File: src/inc/port_wake_and_interrupt_ctrl_defines.vh
// register map, field positions and reset values of the port wake and interrupt block
// assumes a 32-bit AXI4-Lite register port, one aligned word per register
`ifndef PORT_WAKE_AND_INTERRUPT_CTRL_DEFINES_VH
`define PORT_WAKE_AND_INTERRUPT_CTRL_DEFINES_VH

// printed register indices; byte address is four times the index
`define IDX_EVENT_FLAGS     8'h13
`define IDX_WAKE_ENABLE     8'h17
`define IDX_IRQ_STATUS      8'h1B
`define IDX_IRQ_MASK        8'h1F
// block-level registers
`define IDX_BLK_STATUS      8'h20
`define IDX_BLK_MASK        8'h21
`define IDX_MAC_LO          8'h22
`define IDX_MAC_HI          8'h23

// field positions shared by the four port registers
`define BIT_MAGIC           2
`define BIT_LINK            1
`define BIT_ENERGY          0
`define BIT_PTP             2
`define BIT_PHY             1
`define BIT_ACL             0

// block status bits
`define BLK_WAKE_RISE       0
`define BLK_PORT_IRQ_RISE   1
`define BLK_ACL_EVENT       2

// reset values
`define RST_FIELD3          3'h0
`define RST_MAC             48'h0000_0000_0000

// bus responses
`define RESP_OKAY           2'h0
`define RESP_SLVERR         2'h2

`endif

File: src/hdl/port_wake_and_interrupt_ctrl.v
// per-port wake and interrupt gating with its AXI4-Lite register file
// assumes detection pulses and pending levels come from logic on aclk
`timescale 1ns/1ps
`default_nettype none
`include "port_wake_and_interrupt_ctrl_defines.vh"

// overview of the block
//
// one switch port, replicated per port by the parent
// the parent ties IS_PHY_PORT low on external MAC ports
//
// wake path
//   detection pulses latch into three sticky event flags
//   magic packets count only when their destination
//   equals the switch address held in the MAC registers
//   each flag reaches the wake pin through its enable bit
//   link-up and energy have no meaning without a PHY,
//   so on MAC ports those flags never set and their
//   enables are ignored; magic packets work on every port
//   software clears a flag by writing a one to it
//   the wake pin is a level: it stays high until the
//   flag or its enable is cleared
//
// interrupt path
//   PTP and PHY summaries are levels that follow their
//   sources; the individual causes live elsewhere
//   the ACL summary is sticky and only a change of the
//   ACL mask bit clears it, since the status is read-only
//   mask bits are active low, so reset enables all three on PHY ports and only ACL on MAC ports
//   the PTP source must pass its per-cause enables as well
//   as the port mask bit before it reaches the request
//   enabled pending bits are ORed into port_irq_req
//
// block-level extras
//   a sticky status register records wake and request
//   rises plus raw ACL pulses; its mask is active high
//   and gates the single irq output
//
// timing
//   a register write lands one edge after the later of
//   the address and data handshakes
//   a read answers on the same edge as its address handshake
//   outputs are flopped, so they trail their cause by an
//   edge; software polling the pin must allow for that
//
// hazards
//   a clear and a set in the same cycle: the set wins,
//   so an event arriving during a clear is never lost
//   all detection inputs must already be on aclk; there
//   are no synchronisers here, by intent, to save latency

module port_wake_and_interrupt_ctrl #(
    parameter IS_PHY_PORT = 1,
    parameter PTP_CAUSES  = 8
) (
    // clock and reset
    input  wire                  aclk,
    input  wire                  aresetn,
    // write address channel
    input  wire [31:0]           s_axi_awaddr,
    input  wire                  s_axi_awvalid,
    output reg                   s_axi_awready,
    // write data channel
    input  wire [31:0]           s_axi_wdata,
    input  wire [3:0]            s_axi_wstrb,
    input  wire                  s_axi_wvalid,
    output reg                   s_axi_wready,
    // write response channel
    output reg  [1:0]            s_axi_bresp,
    output reg                   s_axi_bvalid,
    input  wire                  s_axi_bready,
    // read address channel
    input  wire [31:0]           s_axi_araddr,
    input  wire                  s_axi_arvalid,
    output reg                   s_axi_arready,
    // read data channel
    output reg  [31:0]           s_axi_rdata,
    output reg  [1:0]            s_axi_rresp,
    output reg                   s_axi_rvalid,
    input  wire                  s_axi_rready,
    // detection pulses from the port receive logic
    input  wire                  magic_pkt_seen,
    input  wire [47:0]           magic_pkt_dest,
    input  wire                  link_up_seen,
    input  wire                  energy_seen,
    // interrupt sources from the PTP, PHY and ACL logic
    input  wire [PTP_CAUSES-1:0] ptp_cause,
    input  wire [PTP_CAUSES-1:0] ptp_cause_en,
    input  wire                  phy_irq_pending,
    input  wire                  acl_count_irq,
    // outputs to the host side and to global status
    output reg                   wake_event_pin,
    output reg                   port_irq_req,
    output reg                   irq
);

    // byte-address match against a register index
    function hit;
        input [31:0] addr;
        input [7:0]  idx;
        begin
            hit = (addr[31:2] == {22'h000000, idx});
        end
    endfunction

    // phy-only fields collapse to constants on MAC ports
    localparam [2:0] PHY_FIELDS = (IS_PHY_PORT != 0) ? 3'h7 : 3'h1;
    // wake fields differ: magic stays, link and energy go on MAC ports
    localparam [2:0] WAKE_FIELDS = (IS_PHY_PORT != 0) ? 3'h7 : 3'h4;

    // register state
    reg  [2:0]  event_flags_r;
    reg  [2:0]  wake_enable_r;
    reg  [2:0]  irq_mask_r;
    reg         acl_status_r;
    reg  [2:0]  blk_status_r;
    reg  [2:0]  blk_mask_r;
    reg  [47:0] mac_addr_r;
    reg         wake_prev_r;
    reg         preq_prev_r;

    // write channel bookkeeping
    reg         aw_got_r;
    reg         w_got_r;
    reg  [31:0] awaddr_r;
    reg  [31:0] wdata_r;
    reg  [3:0]  wstrb_r;

    // next values
    reg  [2:0]  event_flags_nxt;
    reg  [2:0]  wake_enable_nxt;
    reg  [2:0]  irq_mask_nxt;
    reg         acl_status_nxt;
    reg  [2:0]  blk_status_nxt;
    reg  [2:0]  blk_mask_nxt;
    reg  [47:0] mac_addr_nxt;
    reg  [31:0] rdata_nxt;
    reg  [1:0]  rresp_nxt;
    reg  [1:0]  bresp_nxt;

    wire        do_write;
    wire        lane0;
    wire        magic_ok;
    wire [2:0]  event_set;
    wire [2:0]  wake_en_eff;
    wire [2:0]  irq_status;
    wire [2:0]  mask_eff;
    wire [2:0]  irq_fwd;
    wire        wake_now;
    wire        preq_now;
    wire [2:0]  blk_set;

    assign do_write = aw_got_r & w_got_r & ~s_axi_bvalid;
    assign lane0    = wstrb_r[0];

    // destination must equal the switch address to count
    assign magic_ok  = magic_pkt_seen & (magic_pkt_dest == mac_addr_r);
    assign event_set = {magic_ok, link_up_seen, energy_seen} & WAKE_FIELDS;

    // link and energy enables are dead on MAC ports
    // both the flag and its enable are cut, so a stale
    // enable write on a MAC port can never raise the pin
    assign wake_en_eff = wake_enable_r & WAKE_FIELDS;
    assign wake_now    = |(event_flags_r & wake_en_eff);

    // summary bits follow their sources as levels; ACL is sticky
    assign irq_status[`BIT_PTP] = (|ptp_cause) & PHY_FIELDS[`BIT_PTP];
    assign irq_status[`BIT_PHY] = phy_irq_pending & PHY_FIELDS[`BIT_PHY];
    assign irq_status[`BIT_ACL] = acl_status_r;

    // mask one disables; absent fields stay disabled on MAC ports
    assign mask_eff = irq_mask_r | ~PHY_FIELDS;
    // the PTP source needs its per-cause enable too
    assign irq_fwd[`BIT_PTP] = (|(ptp_cause & ptp_cause_en)) & irq_status[`BIT_PTP]
                               & ~mask_eff[`BIT_PTP];
    assign irq_fwd[`BIT_PHY] = irq_status[`BIT_PHY] & ~mask_eff[`BIT_PHY];
    assign irq_fwd[`BIT_ACL] = irq_status[`BIT_ACL] & ~mask_eff[`BIT_ACL];
    assign preq_now = |irq_fwd;

    // block events for the sticky status register
    assign blk_set[`BLK_WAKE_RISE]     = wake_now & ~wake_prev_r;
    assign blk_set[`BLK_PORT_IRQ_RISE] = preq_now & ~preq_prev_r;
    assign blk_set[`BLK_ACL_EVENT]     = acl_count_irq;

    // register writes; hardware set always wins over a clear in the same cycle
    // every next value starts from hold plus hardware set,
    // then the decoded write overrides the field it owns;
    // writes to reserved bits are simply not stored
    always @* begin
        event_flags_nxt = event_flags_r | event_set;
        wake_enable_nxt = wake_enable_r;
        irq_mask_nxt    = irq_mask_r;
        acl_status_nxt  = acl_status_r | acl_count_irq;
        blk_status_nxt  = blk_status_r | blk_set;
        blk_mask_nxt    = blk_mask_r;
        mac_addr_nxt    = mac_addr_r;
        bresp_nxt       = `RESP_OKAY;
        if (do_write) begin
            if (hit(awaddr_r, `IDX_EVENT_FLAGS)) begin
                if (lane0)
                    event_flags_nxt = (event_flags_r & ~wdata_r[2:0]) | event_set;
            end else if (hit(awaddr_r, `IDX_WAKE_ENABLE)) begin
                if (lane0)
                    wake_enable_nxt = wdata_r[2:0];
            end else if (hit(awaddr_r, `IDX_IRQ_STATUS)) begin
                bresp_nxt = `RESP_OKAY;                                                 // read-only, write dropped
            end else if (hit(awaddr_r, `IDX_IRQ_MASK)) begin
                if (lane0) begin
                    irq_mask_nxt = wdata_r[2:0];
                    // a change of the ACL mask bit clears the ACL status
                    if (wdata_r[`BIT_ACL] != irq_mask_r[`BIT_ACL])
                        acl_status_nxt = acl_count_irq;
                end
            end else if (hit(awaddr_r, `IDX_BLK_STATUS)) begin
                if (lane0)
                    blk_status_nxt = (blk_status_r & ~wdata_r[2:0]) | blk_set;
            end else if (hit(awaddr_r, `IDX_BLK_MASK)) begin
                if (lane0)
                    blk_mask_nxt = wdata_r[2:0];
            end else if (hit(awaddr_r, `IDX_MAC_LO)) begin
                if (wstrb_r[0]) mac_addr_nxt[7:0]   = wdata_r[7:0];
                if (wstrb_r[1]) mac_addr_nxt[15:8]  = wdata_r[15:8];
                if (wstrb_r[2]) mac_addr_nxt[23:16] = wdata_r[23:16];
                if (wstrb_r[3]) mac_addr_nxt[31:24] = wdata_r[31:24];
            end else if (hit(awaddr_r, `IDX_MAC_HI)) begin
                if (wstrb_r[0]) mac_addr_nxt[39:32] = wdata_r[7:0];
                if (wstrb_r[1]) mac_addr_nxt[47:40] = wdata_r[15:8];
            end else begin
                bresp_nxt = `RESP_SLVERR;
            end
        end
    end

    // read mux, reserved bits read as zero
    // decoded straight from the bus address, so the data
    // is captured on the same edge as the handshake
    always @* begin
        rdata_nxt = 32'h0000_0000;
        rresp_nxt = `RESP_OKAY;
        if (hit(s_axi_araddr, `IDX_EVENT_FLAGS))
            rdata_nxt = {29'h0000_0000, event_flags_r};
        else if (hit(s_axi_araddr, `IDX_WAKE_ENABLE))
            rdata_nxt = {29'h0000_0000, wake_enable_r};
        else if (hit(s_axi_araddr, `IDX_IRQ_STATUS))
            rdata_nxt = {29'h0000_0000, irq_status};
        else if (hit(s_axi_araddr, `IDX_IRQ_MASK))
            rdata_nxt = {29'h0000_0000, irq_mask_r};
        else if (hit(s_axi_araddr, `IDX_BLK_STATUS))
            rdata_nxt = {29'h0000_0000, blk_status_r};
        else if (hit(s_axi_araddr, `IDX_BLK_MASK))
            rdata_nxt = {29'h0000_0000, blk_mask_r};
        else if (hit(s_axi_araddr, `IDX_MAC_LO))
            rdata_nxt = mac_addr_r[31:0];
        else if (hit(s_axi_araddr, `IDX_MAC_HI))
            rdata_nxt = {16'h0000, mac_addr_r[47:32]};
        else
            rresp_nxt = `RESP_SLVERR;
    end

    // write channels: address and data taken in either order, one write in flight
    // each ready drops on its own handshake and both come
    // back together when the response is taken; this costs
    // throughput but keeps a single write buffer
    always @(posedge aclk) begin
        if (!aresetn) begin
            s_axi_awready <= 1'b1;
            s_axi_wready  <= 1'b1;
            s_axi_bvalid  <= 1'b0;
            s_axi_bresp   <= `RESP_OKAY;
            aw_got_r      <= 1'b0;
            w_got_r       <= 1'b0;
            awaddr_r      <= 32'h0000_0000;
            wdata_r       <= 32'h0000_0000;
            wstrb_r       <= 4'h0;
        end else begin
            if (s_axi_awvalid && s_axi_awready) begin
                awaddr_r      <= s_axi_awaddr;
                aw_got_r      <= 1'b1;
                s_axi_awready <= 1'b0;
            end
            if (s_axi_wvalid && s_axi_wready) begin
                wdata_r      <= s_axi_wdata;
                wstrb_r      <= s_axi_wstrb;
                w_got_r      <= 1'b1;
                s_axi_wready <= 1'b0;
            end
            if (do_write) begin
                aw_got_r     <= 1'b0;
                w_got_r      <= 1'b0;
                s_axi_bvalid <= 1'b1;
                s_axi_bresp  <= bresp_nxt;
            end
            // ready returns only after the response is taken
            if (s_axi_bvalid && s_axi_bready) begin
                s_axi_bvalid  <= 1'b0;
                s_axi_awready <= 1'b1;
                s_axi_wready  <= 1'b1;
            end
        end
    end

    // read channel: data registered on the address handshake
    // arready stays low while data waits, one read at a time
    always @(posedge aclk) begin
        if (!aresetn) begin
            s_axi_arready <= 1'b1;
            s_axi_rvalid  <= 1'b0;
            s_axi_rdata   <= 32'h0000_0000;
            s_axi_rresp   <= `RESP_OKAY;
        end else if (s_axi_arvalid && s_axi_arready) begin
            s_axi_arready <= 1'b0;
            s_axi_rvalid  <= 1'b1;
            s_axi_rdata   <= rdata_nxt;
            s_axi_rresp   <= rresp_nxt;
        end else if (s_axi_rvalid && s_axi_rready) begin
            s_axi_rvalid  <= 1'b0;
            s_axi_arready <= 1'b1;
        end
    end

    // register state and flopped outputs; outputs lag the state by one edge
    // the previous-value flops feed the rise detectors of
    // the block status; they reset low like the outputs,
    // so no false rise follows reset
    always @(posedge aclk) begin
        if (!aresetn) begin
            event_flags_r  <= `RST_FIELD3;
            wake_enable_r  <= `RST_FIELD3;
            irq_mask_r     <= `RST_FIELD3;
            acl_status_r   <= 1'b0;
            blk_status_r   <= `RST_FIELD3;
            blk_mask_r     <= `RST_FIELD3;
            mac_addr_r     <= `RST_MAC;
            wake_prev_r    <= 1'b0;
            preq_prev_r    <= 1'b0;
            wake_event_pin <= 1'b0;
            port_irq_req   <= 1'b0;
            irq            <= 1'b0;
        end else begin
            event_flags_r  <= event_flags_nxt;
            wake_enable_r  <= wake_enable_nxt;
            irq_mask_r     <= irq_mask_nxt;
            acl_status_r   <= acl_status_nxt;
            blk_status_r   <= blk_status_nxt;
            blk_mask_r     <= blk_mask_nxt;
            mac_addr_r     <= mac_addr_nxt;
            wake_prev_r    <= wake_now;
            preq_prev_r    <= preq_now;
            wake_event_pin <= wake_now;
            port_irq_req   <= preq_now;
            // block mask is active high: one lets the bit through
            irq            <= |(blk_status_r & blk_mask_r);
        end
    end

endmodule
`default_nettype wire

File: config.mk
export PLATFORM = sky130hd
export DESIGN_NAME = port_wake_and_interrupt_ctrl
export DESIGN_NICKNAME = d
export VERILOG_FILES = /design/src/hdl/port_wake_and_interrupt_ctrl.v
export VERILOG_INCLUDE_DIRS = /design/src /design/src/inc
export SDC_FILE = /design/constraint.sdc
export NUM_CORES = 1
export LEC_CHECK = 0
export BUFFER_PORTS_ARGS = -buffer_cell sky130_fd_sc_hd__buf_2
export CORE_ASPECT_RATIO = 1.25
export CORE_MARGIN = 2
export CORE_UTILIZATION = 50
export CTS_BUF_LIST = sky130_fd_sc_hd__clkbuf_8
export DETAILED_ROUTE_END_ITERATION = 8
export HOLD_SLACK_MARGIN = 0.08
export PLACE_DENSITY_LB_ADDON = 0.2
export SKIP_CTS_REPAIR_TIMING = 1
export SKIP_LAST_GASP = 1
export SLEW_MARGIN = 20
export SYNTH_ARGS = -nofsm -noshare
export SYNTH_HDL_FRONTEND = slang
export SYNTH_SLANG_ARGS = --single-unit
export TNS_END_PERCENT = 100
File: constraint.sdc
create_clock -name aclk -period 2.2 [get_ports aclk]
set_input_delay 0.44 -clock aclk [delete_from_list [all_inputs] [get_ports aclk]]
set_output_delay 0.44 -clock aclk [all_outputs]
set_load 0.01 [all_outputs]
; ---- Word level (Yosys, flattened, before mapping)
; Index checks and enable logic that the tools add are counted.
[classes]
mux = 45
n_reduce_logical = 22
bitwise = 34
n_eq_ne = 18
[ops]
columns = operator, count
row1 = "30-bit by 5-bit equality test with 1-bit output, second input constant", 8
row2 = "30-bit by 6-bit equality test with 1-bit output, second input constant", 8
row3 = 32-bit two-way mux, 7
row4 = 48-bit equality test, 1
row5 = 9-bit AND reduction, 4
row6 = 2-bit two-way mux, 16
row7 = 3-bit two-way mux, 10
row8 = 10-bit AND reduction, 2
row9 = 16-bit two-way mux, 1
row10 = 8-bit OR reduction, 2
row11 = 1-bit NOT, 14
row12 = 3-bit bitwise AND, 4
row13 = 3-bit OR, 4
row14 = 1-bit two-way mux, 11
row15 = 1-bit bitwise AND, 9
row16 = 3-bit OR reduction, 3
row17 = 8-bit bitwise AND, 1
row18 = 8-bit AND reduction, 1
row19 = 6-bit AND reduction, 1
row20 = 1-bit logical AND, 5
row21 = 4-bit AND reduction, 1
row22 = 2-bit OR reduction, 2
row23 = 3-bit NOT, 1
row24 = 2-bit nonzero test, 1
row25 = other kinds (2), 2
[word_totals]
in_bits = 176
out_inout_bits = 44
ff_bits = 178
wordCells = 147

; ---- Logic depth before layout (Yosys ltp)
[logic_depth]
depth_word = 14
ltp_mapped = 7
mapped_depth_nobuf = 5

; ---- Least setup slack after synthesis
; No wires, ideal clock.
[synth_path]
path_type = input-to-reg
from = in s_axi_araddr[5]
to = reg s_axi_rdata[21]
t_arrival_ns = 1.959
stages = 7
n_path_buf = 2
slack_ns = 0.183
setup_ns = 0.059
required_ns = 2.141
path_cell_list = buf_4 -> nor4b_1 -> nand2_1 -> or4_4 -> nor2_4 -> buf_6 -> a22o_1
[synth_between]
elab_chain_len = 8
word_cells_on_any_way = 14
classes_between = eq/ne: 7 / mux: 7
[synth_lines]
columns = element, line
row1 = from (decl), port_wake_and_interrupt_ctrl.v:73  ; input wire [31:0] s_axi_araddr,
row2 = 30-bit by 6-bit equality test with 1-bit output, port_wake_and_interrupt_ctrl.v:102  ; hit = (addr[31:2] == {22'h000000, idx});
row3 = 32-bit two-way mux, port_wake_and_interrupt_ctrl.v:252  ; else if (hit(s_axi_araddr, `IDX_MAC_LO))
row4 = 32-bit two-way mux, port_wake_and_interrupt_ctrl.v:250  ; else if (hit(s_axi_araddr, `IDX_BLK_MASK))
row5 = 32-bit two-way mux, port_wake_and_interrupt_ctrl.v:248  ; else if (hit(s_axi_araddr, `IDX_BLK_STATUS))
row6 = 32-bit two-way mux, port_wake_and_interrupt_ctrl.v:246  ; else if (hit(s_axi_araddr, `IDX_IRQ_MASK))
row7 = 32-bit two-way mux, port_wake_and_interrupt_ctrl.v:244  ; else if (hit(s_axi_araddr, `IDX_IRQ_STATUS))
row8 = 32-bit two-way mux, port_wake_and_interrupt_ctrl.v:242  ; else if (hit(s_axi_araddr, `IDX_WAKE_ENABLE))
row9 = 32-bit two-way mux *, port_wake_and_interrupt_ctrl.v:240  ; if (hit(s_axi_araddr, `IDX_EVENT_FLAGS))
row10 = to (signal assigned), port_wake_and_interrupt_ctrl.v:313  ; s_axi_rdata <= rdata_nxt;
row11 = to (decl), port_wake_and_interrupt_ctrl.v:77  ; output reg [31:0] s_axi_rdata,
; Every way passes the cells marked *; elsewhere a longest branch is shown, timed or not.
; A chain may end at the register's enable or synchronous reset.

; ---- Final worst setup path
[layout_path]
from = reg awaddr_r[20]
to = reg mac_addr_r[34]
[layout_between]
elab_chain_len = 3
word_cells_on_any_way = 16
classes_between = eq/ne: 8 / bitwise: 7 / reduce/logical: 1
[layout_lines]
columns = element, line
row1 = from (decl), port_wake_and_interrupt_ctrl.v:125  ; reg [31:0] awaddr_r;
row2 = from (signal assigned), port_wake_and_interrupt_ctrl.v:277  ; awaddr_r <= s_axi_awaddr;
row3 = 30-bit by 6-bit equality test with 1-bit output or 30-bit by 5-bit equality test with 1-bit output (tied branches), port_wake_and_interrupt_ctrl.v:102
row4 = 1-bit NOT (no line), -
row5 = 10-bit AND reduction (no line) *, -
row6 = to (signal assigned), port_wake_and_interrupt_ctrl.v:333  ; mac_addr_r <= `RST_MAC;
row7 = to (signal assigned), port_wake_and_interrupt_ctrl.v:346  ; mac_addr_r <= mac_addr_nxt;
row8 = to (decl), port_wake_and_interrupt_ctrl.v:118  ; reg [47:0] mac_addr_r;
; Marks and branches as above.

==> summary.txt <==
Run status
  – Status: complete, no violations

Logic synthesis
  – Share of the yosys chip area belonging to registers: 45.80%
  – Area of the mapped netlist: 7605 um^2
  – Yosys cell types: between 50 and 60
  – Synthesized instance count: about 840
  – Yosys warns: 0
  – Top FF cell, synth: dfxtp_1
  – Async SR Flop Fraction: 0%
  – Avg Inst Size Synth: 9.021 um^2
  – Post-synth EDFFs: 0
  – Synth Register Bits: 174

Power and ir drop
  – Switching pwr: roughly 1.5 mW
  – Clock Power Share: 39.1%
  – Switching share of power: approximately a quarter
  – Static leakage: approximately 4 nW
  – Logic pwr share: approximately a tenth
  – Cell area power density: between 600 and 700 nW/um^2
  – Sequential Power Share: 51.2%
  – Worst vdd ir: 0.3567 mV
  – Internal: 4.933 mW
  – Design Power: approximately 6.4 mW

STA
  – RSZ-0062 raised after global routing: false
  – Max_slew headroom: slightly above 60%
  – Fin crit period: slightly above 2000 ps
  – Total negative slack: 0 ps
  – Fin crit share: between 90% and 100%
  – Setup ws final: between 100 and 150 ps
  – Measured slew at the worst slew-check pin: about 580 ps
  – Highest Clock Rate: roughly 490 MHz
  – Hold slack: 188.3 ps
  – Clock Skew: 13.06 ps
  – Final Setup Violations: 0
  – Slew Viols, Final: 0
  – Hold Vio Cnt, Final: 0

Clock tree
  – CTS tree: yes
  – Clock transition at the registers of the reported paths: about 90 ps
  – Clock Root Buffer: clkbuf_8
  – Insertion delay to the later sink of the worst-skew pair: roughly 460 ps
  – Clk sinks: 174
  – CTS Buf Count: 17
  – Htree depth: 4
  – Clock Tree Buf Depth: 2

Placement
  – Placed Area: around 8900 um^2
  – Post-Place Cells: 1,216
  – Port Buffers: 213
  – RePlAce Congestion: ~0.8
  – DPL Wire Length: around 15 mm
  – Pre-CTS setup slack: slightly below 90 ps

Min path
  – Hold-critical path depth: 2
  – Hold_sp: s_axi_awvalid
  – Worst hold path endpoint: s_axi_awready
  – Hold WC Path Type: in -> reg

Job
  – # Max-Cap Violations: 0

Global route
  – Global-route wire length before repair: just over 30 mm
  – Number of global-route vias before repair: a little over 6,000
  – Gr usage total: between 20% and 30%
  – Largest net degree at the start of global routing: between 60 and 70
  – Remaining Overflow, GRT: 0
  – Initial antenna violation count: 1

Floorplan
  – IO Count: 220
  – Die area: 16,220 um^2
  – Std-Cell Rows: 50
  – DIE WIDTH: 114.3 um
  – Core ar.: roughly 15,000 um^2
  – Initial core utilization: about half
  – Height of the die: about 140 um

Detailed routing
  – DR vias/cell: between 5 and 6
  – Mean routed wirelength per cell: roughly 16 um
  – DRT Pass-1 Iters: 5
  – Detailed-route DRC error count: 0
  – Final wirelength: 19.35 mm
  – Vias: around 6,500
  – Post-route ant nets: 0
  – DR iter-0 viols: around 320

Finish
  – Share of cells above drive strength 1: approximately 28%
  – Area growth syn-to-layout: 23.86%
  – Ant. Diodes: 0
  – Nets@finish: between 1,000 and 1,500
  – Post-route cell area: between 9000 and 10,000 um^2
  – Util after Layout: 63.00%
  – Non-Filler Instances: around 1,200

Setup path
  – Data required, critical path: ~2500 ps
  – Reg2reg start: awaddr_r[20]
  – Worst setup path class: reg -> reg
  – CP arrival: 2400 ps
  – Critical Path Start Type: flip-flop
  – Crit Path Max Fanout: 8
  – Worst Reg-to-Reg Cells: 6
  – Worst Setup End Kind: flip-flop
  – R2R Setup Slk: between 100 and 150 ps
  – RR Endpoint: mac_addr_r[34]
## power groups by stage
| stage | registers (mW) | clock network, mW | logic, mW |
|---|---|---|---|
| floorplan | 3.36 | 0 | 0.336 |
| finish | 3.30 | 2.52 | 0.626 |
| detailed placement | 3.37 | 0 | 0.624 |
| CTS | 3.30 | 2.58 | 0.629 |
| global route | 3.31 | 2.68 | 0.696 |
| global placement | 3.37 | 0 | 0.618 |
## worst max-delay path by stage
| stage | startpoint | endpoint | depth (start not counted) |
|---|---|---|---|
| after floorplan | s_axi_araddr[5] | s_axi_rdata[21] | 7 |
| after global placement | s_axi_araddr[21] | s_axi_rdata[23] | 7 |
| after detailed placement | s_axi_araddr[21] | s_axi_rdata[20] | 7 |
| after CTS | awaddr_r[9] | mac_addr_r[3] | 7 |
| after global routing | awaddr_r[14] | mac_addr_r[3] | 7 |
| final | awaddr_r[20] | mac_addr_r[34] | 6 |
## sequential cells by signal, indices dropped and copies added, names as in the netlist, 3 cells and up
register and cells:
mac_addr_r 48, s_axi_rdata 32, wdata_r 32, awaddr_r 30
wstrb_r 4, blk_mask_r 3, blk_status_r 3, event_flags_r 3
irq_mask_r 3, wake_en_eff 3
## routing by layer
metal | vias to the layer above | wire length (um) | GRT usage [%]
li1 | 3314 | - | -
met1 | 2972 | 8478 | 30.43
met2 | 198 | 9413 | 41.17
met3 | 36 | 990 | 5.041
met4 | 2 | 459 | 9.050
met5 | - | 13 | 0
## kinds of logic after synthesis
family | share of synthesized area [%]
other | 0.04931
DFF | 45.80
buffers and inverters | 4.146
muxes | 10.53
xor gates and xnor gates | 4.952
AOI/OAI and AO/OA | 13.59
and+or+nand+nor | 20.93
## cells in the mapped netlist, types with 14 or more instances
cell type	n	area share [%]
nor2_1	16	0.79
inv_1	14	0.69
nor2b_1	30	2.5
mux2i_1	71	9.3
nand2_1	221	11
dfxtp_1	174	46
xnor2_1	34	3.9
o21ai_0	26	1.7
nor4_1	21	1.7
a21boi_0	67	6.6
clkbuf_1	38	1.9
a22o_1	18	2.1
## worst max-delay path: stages (launching register included)
cell and delay (ps):
dfxtp_1 320, nor4_1 320, buf_4 190, and3_2 210
nand2_1 70, or3_2 630, mux2i_1 190
## cells in the final DEF (no fill, tap or decap), types with 19 or more instances in the layout
cell,n
mux2i_1,71
dfxtp_1,174
o21ai_0,26
xnor2_1,34
nand2_1,221
buf_4,25
a21boi_0,67
clkbuf_8,19
nor2b_1,29
buf_2,212
## final cells by class
| cell class | instances | area, um^2 |
|---|---|---|
| Multi-Input combinational cell | 603 | 3831 |
| Clock inverter | 12 | 193.9 |
| Sequential cell | 174 | 3483 |
| Fill cell | 1324 | 5533 |
| Tap cell | 182 | 227.7 |
| Timing Repair Buffer | 243 | 1369 |
| Clock buffer | 19 | 261.5 |
| Inverter | 14 | 52.55 |
No activity file was read; power rests on OpenSTA's default activity.
